<file path="config.mk">
export PLATFORM = sky130hd
export DESIGN_NAME = pscmd_device_flat
export DESIGN_NICKNAME = d
export VERILOG_FILES = /design/src/pscmd_pkg.sv /design/src/pscmd_link_if.sv /design/src/pscmd_device.sv /design/src/flat_wrapper.sv
export SDC_FILE = /design/constraint.sdc
export NUM_CORES = 1
export LEC_CHECK = 0
export ABC_AREA = 1
export BUFFER_PORTS_ARGS = -buffer_cell sky130_fd_sc_hd__clkbuf_2
export CORE_UTILIZATION = 50
export CTS_CLUSTER_SIZE = 25
export DETAILED_ROUTE_END_ITERATION = 6
export GPL_ROUTABILITY_DRIVEN = 0
export GPL_TIMING_DRIVEN = 0
export PLACE_DENSITY = 0.69
export SLEW_MARGIN = 20
export SYNTH_ARGS = -nofsm -noshare
export SYNTH_HDL_FRONTEND = slang
export SYNTH_SLANG_ARGS = --single-unit
export TNS_END_PERCENT = 100
</file>
<file path="constraint.sdc">
create_clock -name core_clk_i -period 8.2 [get_ports core_clk_i]
set_input_delay 1.23 -clock core_clk_i [delete_from_list [all_inputs] [get_ports core_clk_i]]
set_output_delay 1.23 -clock core_clk_i [all_outputs]
set_load 0.02 [all_outputs]
</file>
<file path="src/pscmd_pkg.sv">
// Shared constants and types for the scratch-pad command link.
// Assumes one 16-bit word per link transfer and one clock for both ends.
package pscmd_pkg;
    localparam int WORD_W     = 16;
    localparam int N_TC       = 8;
    localparam int TC_IDX_W   = 3;
    localparam int HDR_WORDS  = 6;
    localparam int SP_WORDS   = 5;
    localparam int HREG_N     = 16;
    localparam int HREG_IDX_W = 4;

    typedef logic [WORD_W-1:0] pscmd_word_t;

    // Command numbers, 6111 and 6101 decimal
    localparam pscmd_word_t CMD_WRITE = 16'h17df;
    localparam pscmd_word_t CMD_READ  = 16'h17d5;
    // Memory types
    localparam pscmd_word_t MEM_REG     = 16'h0001;
    localparam pscmd_word_t MEM_SCRATCH = 16'h0006;
    // Scratch-pad locations
    localparam pscmd_word_t SP_CMD_ADDR    = 16'h0002;
    localparam pscmd_word_t SP_RESULT_ADDR = 16'h0004;
    localparam logic [WORD_W:0] SP_END     = 17'h00007;
    localparam int          SP_PW_IDX      = 4;
    // Subcodes in the command word
    localparam pscmd_word_t SUB_LOGIN  = 16'h0900;
    localparam pscmd_word_t SUB_PWCHG  = 16'h0a00;
    localparam pscmd_word_t SUB_ERRCHK = 16'h0300;
    localparam pscmd_word_t SUB_ERRLOC = 16'h0600;
    // Accumulators start at register address 1
    localparam pscmd_word_t     TC_BASE_ADDR = 16'h0001;
    localparam logic [WORD_W:0] TC_END       = 17'h00009;
    // Header word positions
    localparam int HDR_CMD  = 0;
    localparam int HDR_ID   = 1;
    localparam int HDR_MEM  = 2;
    localparam int HDR_ADDR = 3;
    localparam int HDR_LEN  = 4;
    localparam int HDR_SRC  = 5;
    localparam pscmd_word_t HDR_LAST  = 16'h0005;
    localparam pscmd_word_t WORD_ZERO = 16'h0000;
    localparam pscmd_word_t WORD_ONE  = 16'h0001;
    localparam pscmd_word_t PW_RESET  = 16'h0000;

    typedef enum logic [1:0] {D_HDR, D_WDATA, D_RDATA, D_DONE} pscmd_dstate_t;
    typedef enum logic [1:0] {H_IDLE, H_HDR, H_DATA, H_WAIT} pscmd_hstate_t;
endpackage

</file>
<file path="src/pscmd_link_if.sv">
// Word link between the requesting host end and the target device end.
// Assumes both ends share core_clk_i; no back-pressure, one word a cycle.
`timescale 1ns/100ps
interface pscmd_link_if;
    logic                  h2d_valid;
    pscmd_pkg::pscmd_word_t h2d_word;
    logic                  d2h_valid;
    pscmd_pkg::pscmd_word_t d2h_word;
    logic                  d2h_done;
    logic                  d2h_ok;

    modport dev  (input  h2d_valid, h2d_word,
                  output d2h_valid, d2h_word, d2h_done, d2h_ok);
    modport host (output h2d_valid, h2d_word,
                  input  d2h_valid, d2h_word, d2h_done, d2h_ok);
endinterface

</file>
<file path="src/pscmd_device.sv">
// Target end: decodes request blocks, timer/counter accumulators,
// scratch-pad password and program-error commands.
// Assumes user-logic inputs are synchronous to core_clk_i.
`timescale 1ns/100ps
module pscmd_device (
    input  wire logic                                        core_clk_i,
    input  wire logic                                        reset_i,
    pscmd_link_if.dev                                        link,
    input  wire pscmd_pkg::pscmd_word_t                      station_id_i,
    input  wire logic                                        tick_i,
    input  wire logic [pscmd_pkg::N_TC-1:0]                  tc_used_i,
    input  wire logic [pscmd_pkg::N_TC-1:0]                  tc_timer_i,
    input  wire logic [pscmd_pkg::N_TC-1:0]                  tc_in_i,
    input  wire logic [pscmd_pkg::N_TC-1:0]                  tc_reset_i,
    input  wire pscmd_pkg::pscmd_word_t [pscmd_pkg::N_TC-1:0] tc_preset_i,
    input  wire pscmd_pkg::pscmd_word_t                      err_code_i,
    input  wire pscmd_pkg::pscmd_word_t                      err_addr_i,
    output pscmd_pkg::pscmd_word_t [pscmd_pkg::N_TC-1:0]     tc_acc_o,
    output logic [pscmd_pkg::N_TC-1:0]                       tc_done_o,
    output logic                                             logged_in_o,
    output logic                                             pw_set_o
);
    import pscmd_pkg::*;

    function automatic logic [TC_IDX_W-1:0] tc_idx(input pscmd_word_t a);
        pscmd_word_t d;
        d = a - TC_BASE_ADDR;
        return d[TC_IDX_W-1:0];
    endfunction

    pscmd_dstate_t            state_reg;
    pscmd_dstate_t            state_next;
    pscmd_word_t              cnt_reg;
    pscmd_word_t              cnt_next;
    pscmd_word_t              hdr_reg [HDR_WORDS];
    logic                     ok_reg;
    pscmd_word_t [N_TC-1:0]   acc_reg;
    pscmd_word_t [N_TC-1:0]   acc_next;
    logic [N_TC-1:0]          done_reg;
    pscmd_word_t              sp_reg [SP_WORDS];
    pscmd_word_t              pw_reg;
    logic                     pw_set_reg;
    logic                     login_reg;
    pscmd_word_t              result_reg;
    logic                     d2h_valid_reg;
    pscmd_word_t              d2h_word_reg;
    logic                     d2h_done_reg;
    logic                     d2h_ok_reg;

    // Header decode
    wire pscmd_word_t      h_cmd   = hdr_reg[HDR_CMD];
    wire pscmd_word_t      h_mem   = hdr_reg[HDR_MEM];
    wire pscmd_word_t      h_addr  = hdr_reg[HDR_ADDR];
    wire pscmd_word_t      h_len   = hdr_reg[HDR_LEN];
    wire logic             is_wr   = (h_cmd == CMD_WRITE);
    wire logic             is_rd   = (h_cmd == CMD_READ);
    wire logic             mem_reg = (h_mem == MEM_REG);
    wire logic             mem_sp  = (h_mem == MEM_SCRATCH);
    wire logic [WORD_W:0]  h_end   = {1'b0, h_addr} + {1'b0, h_len};
    wire logic             len_ok  = (h_len != WORD_ZERO);
    wire logic             reg_ok  = mem_reg && (h_addr >= TC_BASE_ADDR)
                                     && (h_end <= TC_END);
    wire logic             sp_ok   = mem_sp && (h_end <= SP_END);
    wire logic             req_ok  = (is_wr || is_rd) && len_ok
                                     && (hdr_reg[HDR_ID] == station_id_i)
                                     && (reg_ok || sp_ok);

    // Word sequencing
    wire logic hdr_in  = (state_reg == D_HDR) && link.h2d_valid;
    wire logic data_in = (state_reg == D_WDATA) && link.h2d_valid;
    wire logic step    = hdr_in || data_in || (state_reg == D_RDATA);
    wire logic at_last = (state_reg == D_HDR) ? (cnt_reg == HDR_LAST)
                                              : (cnt_reg == h_len - WORD_ONE);
    wire pscmd_word_t cur_addr = h_addr + cnt_reg;
    wire pscmd_word_t sp_off   = cur_addr - SP_CMD_ADDR;

    // Write strobes; rejected requests still swallow their data words
    wire logic acc_wr = data_in && ok_reg && mem_reg;
    wire logic sp_wr  = data_in && ok_reg && mem_sp
                        && (cur_addr >= SP_CMD_ADDR);
    wire logic [TC_IDX_W-1:0] wr_idx = tc_idx(cur_addr);

    // Read word; 16-bit accumulator goes out whole, low byte low
    wire pscmd_word_t rd_word = mem_reg ? acc_reg[tc_idx(cur_addr)]
                              : (cur_addr == SP_RESULT_ADDR) ? result_reg
                              : WORD_ZERO;

    // Scratch-pad command executes once the whole write has landed
    wire logic cmd_exec = (state_reg == D_DONE) && ok_reg && is_wr && mem_sp
                          && (h_addr == SP_CMD_ADDR);
    wire pscmd_word_t sub  = sp_reg[0];
    wire pscmd_word_t pw_w = sp_reg[SP_PW_IDX];
    wire logic pw_match  = (pw_w == pw_reg);
    wire logic chg_allow = !pw_set_reg || login_reg;

    always_comb begin
        state_next = state_reg;
        cnt_next   = step ? (at_last ? WORD_ZERO : cnt_reg + WORD_ONE)
                          : cnt_reg;
        case (state_reg)
            D_HDR: begin
                if (hdr_in && at_last) begin
                    if (is_wr && len_ok)
                        state_next = D_WDATA;
                    else if (req_ok)
                        state_next = D_RDATA;
                    else
                        state_next = D_DONE;
                end
            end
            D_WDATA: begin
                if (data_in && at_last)
                    state_next = D_DONE;
            end
            D_RDATA: begin
                if (at_last)
                    state_next = D_DONE;
            end
            D_DONE:  state_next = D_HDR;
            default: state_next = D_HDR;
        endcase
    end

    always_ff @(posedge core_clk_i) begin
        if (reset_i) begin
            state_reg <= D_HDR;
            cnt_reg   <= WORD_ZERO;
            ok_reg    <= 1'b0;
        end else begin
            state_reg <= state_next;
            cnt_reg   <= cnt_next;
            if (hdr_in && at_last)
                ok_reg <= req_ok;
        end
    end

    // Header words and scratch-pad buffer need no reset
    always_ff @(posedge core_clk_i) begin
        if (hdr_in)
            hdr_reg[cnt_reg[2:0]] <= link.h2d_word;
        if (sp_wr)
            sp_reg[sp_off[2:0]] <= link.h2d_word;
    end

    // Password, log-in and error result
    always_ff @(posedge core_clk_i) begin
        if (reset_i) begin
            pw_reg     <= PW_RESET;
            pw_set_reg <= 1'b0;
            login_reg  <= 1'b0;
            result_reg <= WORD_ZERO;
        end else if (cmd_exec) begin
            case (sub)
                SUB_LOGIN: begin
                    login_reg <= pw_match;
                end
                SUB_PWCHG: begin
                    if (chg_allow) begin
                        pw_reg     <= pw_w;
                        pw_set_reg <= 1'b1;
                    end
                end
                SUB_ERRCHK: begin
                    result_reg <= err_code_i;
                end
                SUB_ERRLOC: begin
                    result_reg <= err_addr_i;
                end
                default: begin
                end
            endcase
        end
    end

    // Accumulator behaviour per timer or counter
    genvar gi;
    generate
        for (gi = 0; gi < N_TC; gi++) begin : g_tc
            wire logic hit   = acc_wr && (wr_idx == gi);
            wire logic below = (acc_reg[gi] < tc_preset_i[gi]);
            wire logic adv   = tc_timer_i[gi] ? tick_i : tc_in_i[gi];
            always_comb begin
                acc_next[gi] = acc_reg[gi];
                if (!tc_used_i[gi]) begin
                    if (hit)
                        acc_next[gi] = link.h2d_word;
                end else if (tc_reset_i[gi]) begin
                    acc_next[gi] = WORD_ZERO;
                end else if (tc_timer_i[gi] && !tc_in_i[gi]) begin
                    acc_next[gi] = WORD_ZERO;
                end else if (hit) begin
                    // Below preset this also drops the done bit
                    acc_next[gi] = link.h2d_word;
                end else if (below && adv) begin
                    acc_next[gi] = acc_reg[gi] + WORD_ONE;
                end
            end
            always_ff @(posedge core_clk_i) begin
                if (reset_i) begin
                    acc_reg[gi]  <= WORD_ZERO;
                    done_reg[gi] <= 1'b0;
                end else begin
                    acc_reg[gi]  <= acc_next[gi];
                    done_reg[gi] <= tc_used_i[gi]
                                    && (acc_next[gi] >= tc_preset_i[gi]);
                end
            end
        end
    endgenerate

    // Link answer
    always_ff @(posedge core_clk_i) begin
        if (reset_i) begin
            d2h_valid_reg <= 1'b0;
            d2h_word_reg  <= WORD_ZERO;
            d2h_done_reg  <= 1'b0;
            d2h_ok_reg    <= 1'b0;
        end else begin
            d2h_valid_reg <= (state_reg == D_RDATA);
            d2h_word_reg  <= (state_reg == D_RDATA) ? rd_word : WORD_ZERO;
            d2h_done_reg  <= (state_reg == D_DONE);
            d2h_ok_reg    <= (state_reg == D_DONE) && ok_reg;
        end
    end

    assign link.d2h_valid = d2h_valid_reg;
    assign link.d2h_word  = d2h_word_reg;
    assign link.d2h_done  = d2h_done_reg;
    assign link.d2h_ok    = d2h_ok_reg;
    assign tc_acc_o       = acc_reg;
    assign tc_done_o      = done_reg;
    assign logged_in_o    = login_reg;
    assign pw_set_o       = pw_set_reg;
endmodule

</file>
<file path="src/flat_wrapper.sv">
// flat-port wrapper written by rule: the top's interface ports become plain ports
module pscmd_device_flat import pscmd_pkg::*;
  (core_clk_i, reset_i, station_id_i, tick_i, tc_used_i, tc_timer_i, tc_in_i, tc_reset_i, tc_preset_i, err_code_i, err_addr_i, tc_acc_o, tc_done_o, logged_in_o, pw_set_o, link_h2d_valid, link_h2d_word, link_d2h_valid, link_d2h_word, link_d2h_done, link_d2h_ok);
  pscmd_link_if link_i ();
  input  wire logic core_clk_i;
  input  wire logic reset_i;
  input  wire pscmd_pkg::pscmd_word_t station_id_i;
  input  wire logic tick_i;
  input  wire logic [pscmd_pkg::N_TC-1:0] tc_used_i;
  input  wire logic [pscmd_pkg::N_TC-1:0] tc_timer_i;
  input  wire logic [pscmd_pkg::N_TC-1:0] tc_in_i;
  input  wire logic [pscmd_pkg::N_TC-1:0] tc_reset_i;
  input  wire pscmd_pkg::pscmd_word_t [pscmd_pkg::N_TC-1:0] tc_preset_i;
  input  wire pscmd_pkg::pscmd_word_t err_code_i;
  input  wire pscmd_pkg::pscmd_word_t err_addr_i;
  output pscmd_pkg::pscmd_word_t [pscmd_pkg::N_TC-1:0] tc_acc_o;
  output logic [pscmd_pkg::N_TC-1:0] tc_done_o;
  output logic logged_in_o;
  output logic pw_set_o;
  input wire logic [$bits(link_i.h2d_valid)-1:0] link_h2d_valid;
  input wire logic [$bits(link_i.h2d_word)-1:0] link_h2d_word;
  output wire logic [$bits(link_i.d2h_valid)-1:0] link_d2h_valid;
  output wire logic [$bits(link_i.d2h_word)-1:0] link_d2h_word;
  output wire logic [$bits(link_i.d2h_done)-1:0] link_d2h_done;
  output wire logic [$bits(link_i.d2h_ok)-1:0] link_d2h_ok;
  assign link_i.h2d_valid = link_h2d_valid;
  assign link_i.h2d_word = link_h2d_word;
  assign link_d2h_valid = link_i.d2h_valid;
  assign link_d2h_word = link_i.d2h_word;
  assign link_d2h_done = link_i.d2h_done;
  assign link_d2h_ok = link_i.d2h_ok;
  pscmd_device u_core (.core_clk_i(core_clk_i), .reset_i(reset_i), .link(link_i), .station_id_i(station_id_i), .tick_i(tick_i), .tc_used_i(tc_used_i), .tc_timer_i(tc_timer_i), .tc_in_i(tc_in_i), .tc_reset_i(tc_reset_i), .tc_preset_i(tc_preset_i), .err_code_i(err_code_i), .err_addr_i(err_addr_i), .tc_acc_o(tc_acc_o), .tc_done_o(tc_done_o), .logged_in_o(logged_in_o), .pw_set_o(pw_set_o));
endmodule
</file>
# Yosys cells after proc, flatten, opt, wreduce, memory -nomap -nowiden

Memories as Yosys holds them, arrays and structs flattened.
Index checks and enable logic that the tools add are counted.

Multiplexer cells: 73
Bitwise logic cells: 1
Shift operators: 0
Eq/ne operators: 27
Multipliers: 0
Reductions and logical operators: 74
Add/sub/neg operators: 14
$lt $le $gt $ge: 21
Divide/modulo/power cells: 0

Operators with widths:

| cell                                                               | number |
|---|---|
| two-way mux 16 bit                                                 | 52 |
| adder 16 x 1 -> 16 bit, second input constant                      | 9 |
| greater-or-equal comparator 16 bit                                 | 8 |
| less-than comparator 16 bit                                        | 8 |
| logical AND 1 bit                                                  | 51 |
| binary-select mux 16 bit (select 3 bit)                            | 1 |
| == test 16 bit                                                     | 3 |
| == test 16 x 3 -> 1 bit, second input constant                     | 3 |
| == test 16 x 12 -> 1 bit, second input constant                    | 2 |
| == test 16 x 13 -> 1 bit, second input constant                    | 2 |
| case mux 16 bit (2 select lines)                                   | 1 |
| adder 16 x 16 -> 17 bit                                            | 1 |
| <= comparator 17 x 3 -> 1 bit, second input constant               | 1 |
| <= comparator 17 x 4 -> 1 bit, second input constant               | 1 |
| adder 16 bit                                                       | 1 |
| == test 16 x 1 -> 1 bit, second input constant                     | 1 |
| == test 16 x 10 -> 1 bit, second input constant                    | 1 |
| == test 16 x 11 -> 1 bit, second input constant                    | 1 |
| == test 16 x 2 -> 1 bit, second input constant                     | 1 |
| greater-or-equal comparator 16 x 1 -> 1 bit, second input constant | 1 |
| greater-or-equal comparator 16 x 2 -> 1 bit, second input constant | 1 |
| nonzero test 16 bit                                                | 1 |
| subtractor 16 x 1 -> 16 bit, second input constant                 | 1 |
| two-way mux 1 bit                                                  | 14 |
| other kinds (21)                                                   | 44 |

Output and inout bits: 157
Memories: 2
Memory bits (read-only): 0
Bits in latches: 0
Memory bits (writable): 176
Word-level logic and storage cells: 239
Flip-flop bits (word level): 208
Bits of input ports: 228

Memory list:

| memory         | depth | bits a word | rd ports | clocked after Yosys merged registers in | write ports | line               | text |
|---|---|---|---|---|---|---|---|
| u_core.hdr_reg | 6     | 16          | 5        | 0                                       | 1           | pscmd_device.sv:35 | `pscmd_word_t hdr_reg [HDR_WORDS];` |
| u_core.sp_reg  | 5     | 16          | 2        | 0                                       | 1           | pscmd_device.sv:40 | `pscmd_word_t sp_reg [SP_WORDS];` |

# Logic depth before layout (Yosys ltp)

Gate-level depths: netlist of the first run.

Depth in word-level cells: 11
Mapped depth: 26
Gate-level depth less buffers: 24

# Worst setup path before layout of the first run

OpenSTA, ideal clock, no wires.

Path type: input to register
Start point: input port tc_preset_i[95] (netlist bit)
End point: register u_core.done_reg[5], in the netlist u_core.tc_done_o[5]
Path slack: 4.352 ns
Stages on the path: 20
Arrival time: 3.738 ns
Required time: 8.090 ns
Library setup time: 0.110 ns
Path buffers: 0
Path through: inv_1 ha_1 nand2_1 inv_1 nand3_1 inv_1 a21oi_1 a21boi_1 nand4_1 nand3b_1 nand2_1 ha_1 nand2_1 nor2_1 a211oi_1 o221ai_1 nand2_1 nand3_1 nand3_1 inv_1

RTL lines:

| item                           | line                | text |
|---|---|---|
| start: declaration             | flat_wrapper.sv:13  | `input wire pscmd_pkg::pscmd_word_t [pscmd_pkg::N_TC-1:0] tc_preset_i;` |
| end signal: indexed assignment | pscmd_device.sv:204 | `done_reg[gi] <= tc_used_i[gi]` |
| end: declaration               | pscmd_device.sv:39  | `logic [N_TC-1:0] done_reg;` |

==> summary.txt, run 1 <==
Placement
  • DPL Wire Length: between 80,000 and 90,000 um
  • Placed cells: 5,330
  • PortBufs: about 380

Die
  • Die Span Y: 239 um
  • Rows: 86
  • Die Span X: 239 um
  • Core Region: between 50,000 and 60,000 um^2
  • Initial standard-cell utilization of the core: about half
  • DIE AREA: 57,100 um^2
  • I/O pin cnt: 385

CTS
  • Number of post-CTS setup repair buffers: 0
  • TritonCTS clock tree: done
  • CTS Sinks: 320
  • Quantity of gates resized following cts: 0
  • Hold buffer count at CTS: 0
  • TritonCTS buffer count: 39
  • Clock tree root driver cell: sky130_fd_sc_hd__clkbuf_16
  • Max Buffers Root-to-Sink: 3
  • Clock-pin transition on the worst setup and hold timing paths: roughly 0.060 ns
  • Clock latency on the worst-skew pair: 0.61 ns
  • H-tree depth: 2

STA
  • Max-slew headroom: 21.4%
  • Min Clock Period, post-route: 4.91 ns
  • Final-report hold violation count: 0
  • Maximum clock skew at final layout: about 0.028 ns
  • Final Hold Slack: 0.458 ns
  • Post-route clock period utilization: 59.9%
  • RSZ-0062 raised after global routing: false
  • Worst slew pin tran: 1.18 ns
  • Setup violations, final: 0
  • Total negative slack: 0 ns
  • Max Clock Freq: just over 200 MHz
  • Final max-slew violation count: 0

Logic synthesis
  • Syn. warnings: 0
  • Yosys reg bits: 320
  • Synthesized instance count: approximately 4,200
  • Sequential area share after synthesis: between 20 and 30%
  • Top-count cell post-synth: sky130_fd_sc_hd__nand2_1
  • Area fraction of the dominant cell type after synthesis: 14.8%
  • Most frequent cells after synthesis: sky130_fd_sc_hd__nand2_1, sky130_fd_sc_hd__inv_1, sky130_fd_sc_hd__nor2_1
  • Synthesized area per cell: 6.68 um^2
  • Number of distinct library cells after synthesis: 67
  • Count of flip-flops with a built-in enable after synthesis: 112
  • Synthesized netlist net count: 4,728
  • Cell type with the highest aggregate area in the netlist: sky130_fd_sc_hd__dfxtp_1
  • Post-synth ARST share: 0%
  • Largest cells by area after synthesis: sky130_fd_sc_hd__dfxtp_1, sky130_fd_sc_hd__ha_1, sky130_fd_sc_hd__nand2_1
  • Flip-flop cell with the highest count after synthesis: sky130_fd_sc_hd__dfxtp_1
  • Cell area after synthesis: 28,100 um^2

Cells and area
  • Final standard cell count with taps included and fillers excluded: around 5,400
  • Number of flip-flops in the largest register: 128
  • Layout area overhead: 15.0%
  • Net count, final: 5,151
  • Final core occ: 58.4%
  • Share of final-layout standard cells stronger than drive strength 1: 13.4%

Routing
  • Post-route DRC: 0
  • Detailed-route vias per instance: approximately 5.8
  • Iter 0 DRT Violations: roughly 3,600
  • DRT antenna net count: 0
  • Via count: 31,600
  • Total Routed Length: approximately 110,000 um
  • Length of the first detailed-routing pass in iterations: 7
  • Wire length per cell: 20.4 um

Global routing
  • Number of global-route vias before repair: 28,100
  • Busiest layer in global routing: met2
  • Total global-route track usage: 37.7%
  • Initial antenna violation count: 3
  • GRT met1 Usage: 47.4%
  • Global Route met2 Usage: a little under three fifths
  • Residual overflow from global routing: 0
  • First-pass GRT wire length: 164,000 um
  • GR met3 Demand/Resource: 9.03%
  • Largest net degree at the start of global routing: 17

Power and ir drop
  • Leakage power summed over all cells: 0.0151 uW
  • Worst IR drop on VDD: 0.136 mV
  • Power density over the cells: 143 nW/um^2
  • Total power of the final layout: between 4000 and 5000 uW

Worst setup path
  • Data required, critical path: 8.69 ns
  • Sort of element at the start of the critical path: flop
  • Start-to-end type of the worst setup path: reg -> reg
  • Arrival @ worst endpoint: 5.41 ns
  • Peak fanout along the critical path: 12
  • Critical Path Sink Type: flop

Flow run
  • Max-cap violations: 0

Hold path
  • Worst min-delay path class: reg -> reg

Run status
  • Outcome: finished, final reports clean
[worst max-delay path, stage by stage (launching register included)]
cell and delay [ns]:
sky130_fd_sc_hd__edfxtp_1 0.45, sky130_fd_sc_hd__ha_1 0.42, sky130_fd_sc_hd__inv_1 0.13, sky130_fd_sc_hd__clkbuf_1 0.33
sky130_fd_sc_hd__clkbuf_1 0.55, sky130_fd_sc_hd__ha_1 0.29, sky130_fd_sc_hd__nand2_2 0.10, sky130_fd_sc_hd__nand2_8 0.14
sky130_fd_sc_hd__nand3_1 0.25, sky130_fd_sc_hd__inv_2 0.21, sky130_fd_sc_hd__clkbuf_1 0.49, sky130_fd_sc_hd__o211ai_1 0.19
sky130_fd_sc_hd__nand2_1 0.13, sky130_fd_sc_hd__ha_1 0.24, sky130_fd_sc_hd__a21oi_1 0.16, sky130_fd_sc_hd__nor2_1 0.05
sky130_fd_sc_hd__a211oi_1 0.24, sky130_fd_sc_hd__o221ai_1 0.17, sky130_fd_sc_hd__nand2_1 0.08, sky130_fd_sc_hd__nand3_1 0.06
sky130_fd_sc_hd__nand3_1 0.07, sky130_fd_sc_hd__inv_1 0.04
[layout by cell type (no fill, tap or decap), types with 69 or more instances in the layout]
cell type and count:
sky130_fd_sc_hd__edfxtp_1 112, sky130_fd_sc_hd__a21oi_1 404, sky130_fd_sc_hd__o211ai_1 88, sky130_fd_sc_hd__ha_1 298, sky130_fd_sc_hd__nor3_1 69, sky130_fd_sc_hd__clkbuf_2 381, sky130_fd_sc_hd__inv_1 491, sky130_fd_sc_hd__nand2_1 943
sky130_fd_sc_hd__nand4_1 161, sky130_fd_sc_hd__dfxtp_1 208, sky130_fd_sc_hd__nor2_1 482, sky130_fd_sc_hd__clkbuf_1 80, sky130_fd_sc_hd__nand3_1 251, sky130_fd_sc_hd__o21ai_0 205
[path summary, 6_finish.rpt]
kind                                                     start                             end  slack [ns]  depth (start not counted)
worst max-delay path            u_core.hdr_reg[3][0]$_DFFE_PP_  u_core.tc_done_o[3]$_SDFF_PP0_        3.29                         21
worst min-delay path             u_core.pw_reg[9]$_SDFFE_PP0P_   u_core.pw_reg[9]$_SDFFE_PP0P_        0.46                          2
worst max register to register  u_core.hdr_reg[3][0]$_DFFE_PP_  u_core.tc_done_o[3]$_SDFF_PP0_        3.29                         21
worst min register to register   u_core.pw_reg[9]$_SDFFE_PP0P_   u_core.pw_reg[9]$_SDFFE_PP0P_        0.46                          2
[where the power goes]
group / internal [uW] / switching, uW / total, uW
clock network: 993 / 801 / 1790
registers: 1700 / 34.0 / 1730
logic: 328 / 762 / 1090
total: 3020 / 1600 / 4620
[final cells by class]
cell class,instances,area [um^2]
fillers,5530,23000
multi-input cells,3215,17900
diodes,2,5.00
flip-flops and latches,320,7530
well taps,748,936
clock inverters,23,268
inverters,522,1970
repair buffers,382,1930
plain buffers,143,732
clock buffers,48,1040
[logic make-up (layout without fill, tap and decap cells)]
kind of cell | count (synthesis) | count (layout) | synth area share [%]
simple gates | 2050 | 2050 | 32.3
flops | 320 | 320 | 26.8
xor+xnor | 48 | 48 | 1.52
fa+ha+maj | 300 | 300 | 13.4
compound gates | 817 | 817 | 16.4
other cells | 0 | 2 | 0
buf+inv | 665 | 1118 | 9.60
[layer usage]
metal  part of all wire (%)  vias to the layer above
met5                  0.022                        -
met4                    7.3                        4
met3                     11                      405
met2                     42                     1765
met1                     39                    14200
li1                       -                    15200
[through the flow]
stage          setup WS [ns]  area [um^2]
5_1_grt                 3.01        32300
3_5_place_dp            3.46        31000
2_1_floorplan           4.35        28100
6_report                3.29        32300
3_3_place_gp            3.45        30900
4_1_cts                 3.50        32300
Note: power is estimated with default switching activity, not from simulation.
==> inputs of run 2 (changes only) <==
--- a/config.mk
+++ b/config.mk
@@ -12,7 +12,7 @@
 export DETAILED_ROUTE_END_ITERATION = 6
 export GPL_ROUTABILITY_DRIVEN = 0
 export GPL_TIMING_DRIVEN = 0
-export PLACE_DENSITY = 0.69
+export PLACE_DENSITY = 0.72
 export SLEW_MARGIN = 20
 export SYNTH_ARGS = -nofsm -noshare
 export SYNTH_HDL_FRONTEND = slang
==> constraint.sdc (replaced) <==
create_clock -name core_clk_i -period 4.1 [get_ports core_clk_i]
set_input_delay 0.615 -clock core_clk_i [delete_from_list [all_inputs] [get_ports core_clk_i]]
set_output_delay 0.615 -clock core_clk_i [all_outputs]
set_load 0.02 [all_outputs]
==> summary.txt, run 2 (synthesis gave the netlist of run 1 again) <==
CTS
  • Clock latency on the worst-skew pair: 0.61 ns
  • TritonCTS clock tree: done
  • Clock-pin transition on the worst setup and hold timing paths: around 0.060 ns
  • Hold buffer count at CTS: 0
  • Clock tree root driver cell: sky130_fd_sc_hd__clkbuf_16
  • H-tree depth: 2
  • CTS Sinks: 320
  • TritonCTS buffer count: 40
  • Max Buffers Root-to-Sink: 3

Worst setup path
  • Setup slack of the most critical reg-to-reg path: between 0.07 and 0.08 ns
  • Cell count of the worst reg-to-reg path: 10
  • Ordered list of cells on the worst path: ha_2 -> inv_1 -> fa_2 -> inv_2 -> ha_1 -> clkbuf_1 -> clkinv_1 -> clkbuf_1 -> o311ai_1 -> a21oi_1
  • Arrival @ worst endpoint: 4.44 ns
  • Data required, critical path: 4.52 ns
  • Sort of element at the start of the critical path: flop
  • Total stage count of the critical path: 10
  • Worst setup path start: u_core.cnt_reg[0]$_SDFFE_PP0P_
  • Max stage delay on crit path: ~0.97 ns
  • Kind of cell adding the most delay to the critical path: buffers and inverters
  • Critical Path Sink Type: flop
  • Master of the slowest instance on the critical path: sky130_fd_sc_hd__o311ai_1
  • R2r endpoint: u_core.link.d2h_word[10]$_SDFF_PP0_
  • Critical R2R Launch: u_core.cnt_reg[0]$_SDFFE_PP0P_
  • Buf/Inv on CP: 5
  • Peak fanout along the critical path: 10
  • Most common cell on crit path: sky130_fd_sc_hd__clkbuf_1
  • Start-to-end type of the worst setup path: reg -> reg

Hold path
  • Number of cells on the worst hold path: 3
  • Sink of the worst hold path: u_core.result_reg[6]$_SDFFE_PP0P_
  • Hold Crit Start: err_code_i[6]
  • Worst min-delay path class: in -> reg

Placement
  • Area after detailed placement: 31,000 um^2
  • DPL Wire Length: 83,700 um
  • PortBufs: 379

Power and ir drop
  • Total power of the final layout: 9370 uW
  • Power density over the cells: approximately 290 nW/um^2
  • Leakage power summed over all cells: 0.0152 uW
  • Worst IR drop on VDD: approximately 0.31 mV

STA
  • Min Clock Period, post-route: 4.03 ns
  • Total negative slack: 0 ns
  • Maximum clock skew at final layout: 0.0383 ns
  • Max Clock Freq: 248 MHz
  • Final Hold Slack: 0.266 ns
  • Final-report hold violation count: 0
  • Worst slew pin tran: 1.23 ns
  • Final max-slew violation count: 0
  • Post-route clock period utilization: 98.2%
  • Max-slew headroom: 18.3%
  • RSZ-0062 raised after global routing: true
  • Setup violations, final: 0

Global routing
  • Largest net degree at the start of global routing: 17
  • Residual overflow from global routing: 0
  • Number of global-route vias before repair: 28,300
  • Initial antenna violation count: 7
  • Total global-route track usage: between 30% and 40%
  • First-pass GRT wire length: 162,000 um

Cells and area
  • Commonest non-fill, non-tap cells in the layout: sky130_fd_sc_hd__nand2_1, sky130_fd_sc_hd__inv_1, sky130_fd_sc_hd__nor2_1
  • Register Area: 7530 um^2
  • Number of flip-flops in the largest register: between 100 and 150
  • Leading cell type in the layout, fill and taps excluded: sky130_fd_sc_hd__nand2_1
  • Share of final-layout standard cells stronger than drive strength 1: 13.9%
  • Filler instances: between 5,000 and 6,000
  • Layout area overhead: 15.8%
  • Area of all placed cells without fillers: 32,500 um^2
  • Net count, final: 5,158
  • Area occupied by multi-input gates: 18,000 um^2
  • Final core occ: 58.8%

Routing
  • Wire length per cell: 20.1 um
  • Via count: 31,800
  • Post-route DRC: 0
  • Iter 0 DRT Violations: 3,619
  • Length of the first detailed-routing pass in iterations: 6
  • Total Routed Length: 109,000 um
  • Detailed-route vias per instance: between 5 and 6
  • DRT antenna net count: 0

Die
  • Initial standard-cell utilization of the core: 50.8%
  • Core Region: ~55,000 um^2
  • I/O pin cnt: between 300 and 400
  • Rows: 86
  • DIE AREA: 57,100 um^2
  • Die Span Y: between 200 and 250 um
  • Die Span X: 239 um

Flow run
  • Max-cap violations: 0

Run status
  • Outcome: finished, final reports clean
## run 2: routing by layer
layer  vias up  GRT usage (%)  part of all wire, %
li1      15200              -                    -
met1     14300           45.7                   38
met2      1862           55.8                   42
met3       459           9.94                   12
met4         6           26.7                  8.2
met5         -              0                0.034
## run 2: where the power goes
part	leakage [uW]	internal [uW]	switching [uW]
Sequential	0.00269	3400	62.1
Combinational	0.0119	660	1530
Clock	0.000668	2140	1590
## run 2: metrics by stage
stage | instances | setup WS, ns
after floorplan | 4200 | 0.491
after global placement | 5327 | -0.366
after detailed placement | 5330 | -0.399
after CTS | 5403 | 0.0214
after global routing | 5410 | -0.0745
final | 5413 | 0.0740
## run 2: timing repair
| action | 4_1_cts | 5_1_grt |
|---|---|---|
| endpoints found under the setup margin | 8 | 9 |
| pin swaps | 0 | 4 |
| gates resized for setup | 3 | 41 |
| setup buffers | 1 | 6 |
## run 2: cell type report
type                            count  share of cell area (%)
Buffer                            142                    2.33
Clock inverter                     18                   0.762
Timing Repair Buffer              389                    6.09
Tap cell                          748                    2.88
Antenna cell                        4                  0.0308
Clock buffer                       55                    3.44
Sequential cell                   320                    23.2
Inverter                          522                    6.08
Multi-Input combinational cell   3215                    55.2
## run 2: worst max path at each step
| stage | slack (ns) | end |
|---|---|---|
| 6_report | 0.07 | u_core.link.d2h_word[10]$_SDFF_PP0_ |
| 4_1_cts | 0.02 | u_core.tc_done_o[7]$_SDFF_PP0_ |
| 3_3_place_gp | -0.37 | u_core.tc_done_o[7]$_SDFF_PP0_ |
| 3_5_place_dp | -0.40 | u_core.tc_done_o[7]$_SDFF_PP0_ |
| 5_1_grt | -0.07 | u_core.tc_done_o[7]$_SDFF_PP0_ |
| 2_1_floorplan | 0.49 | u_core.tc_done_o[4]$_SDFF_PP0_ |
## run 2: worst min-delay path, stage by stage
cell and delay [ns]:
sky130_fd_sc_hd__clkbuf_2 0.08, sky130_fd_sc_hd__nand2_1 0.06, sky130_fd_sc_hd__a31oi_1 0.07
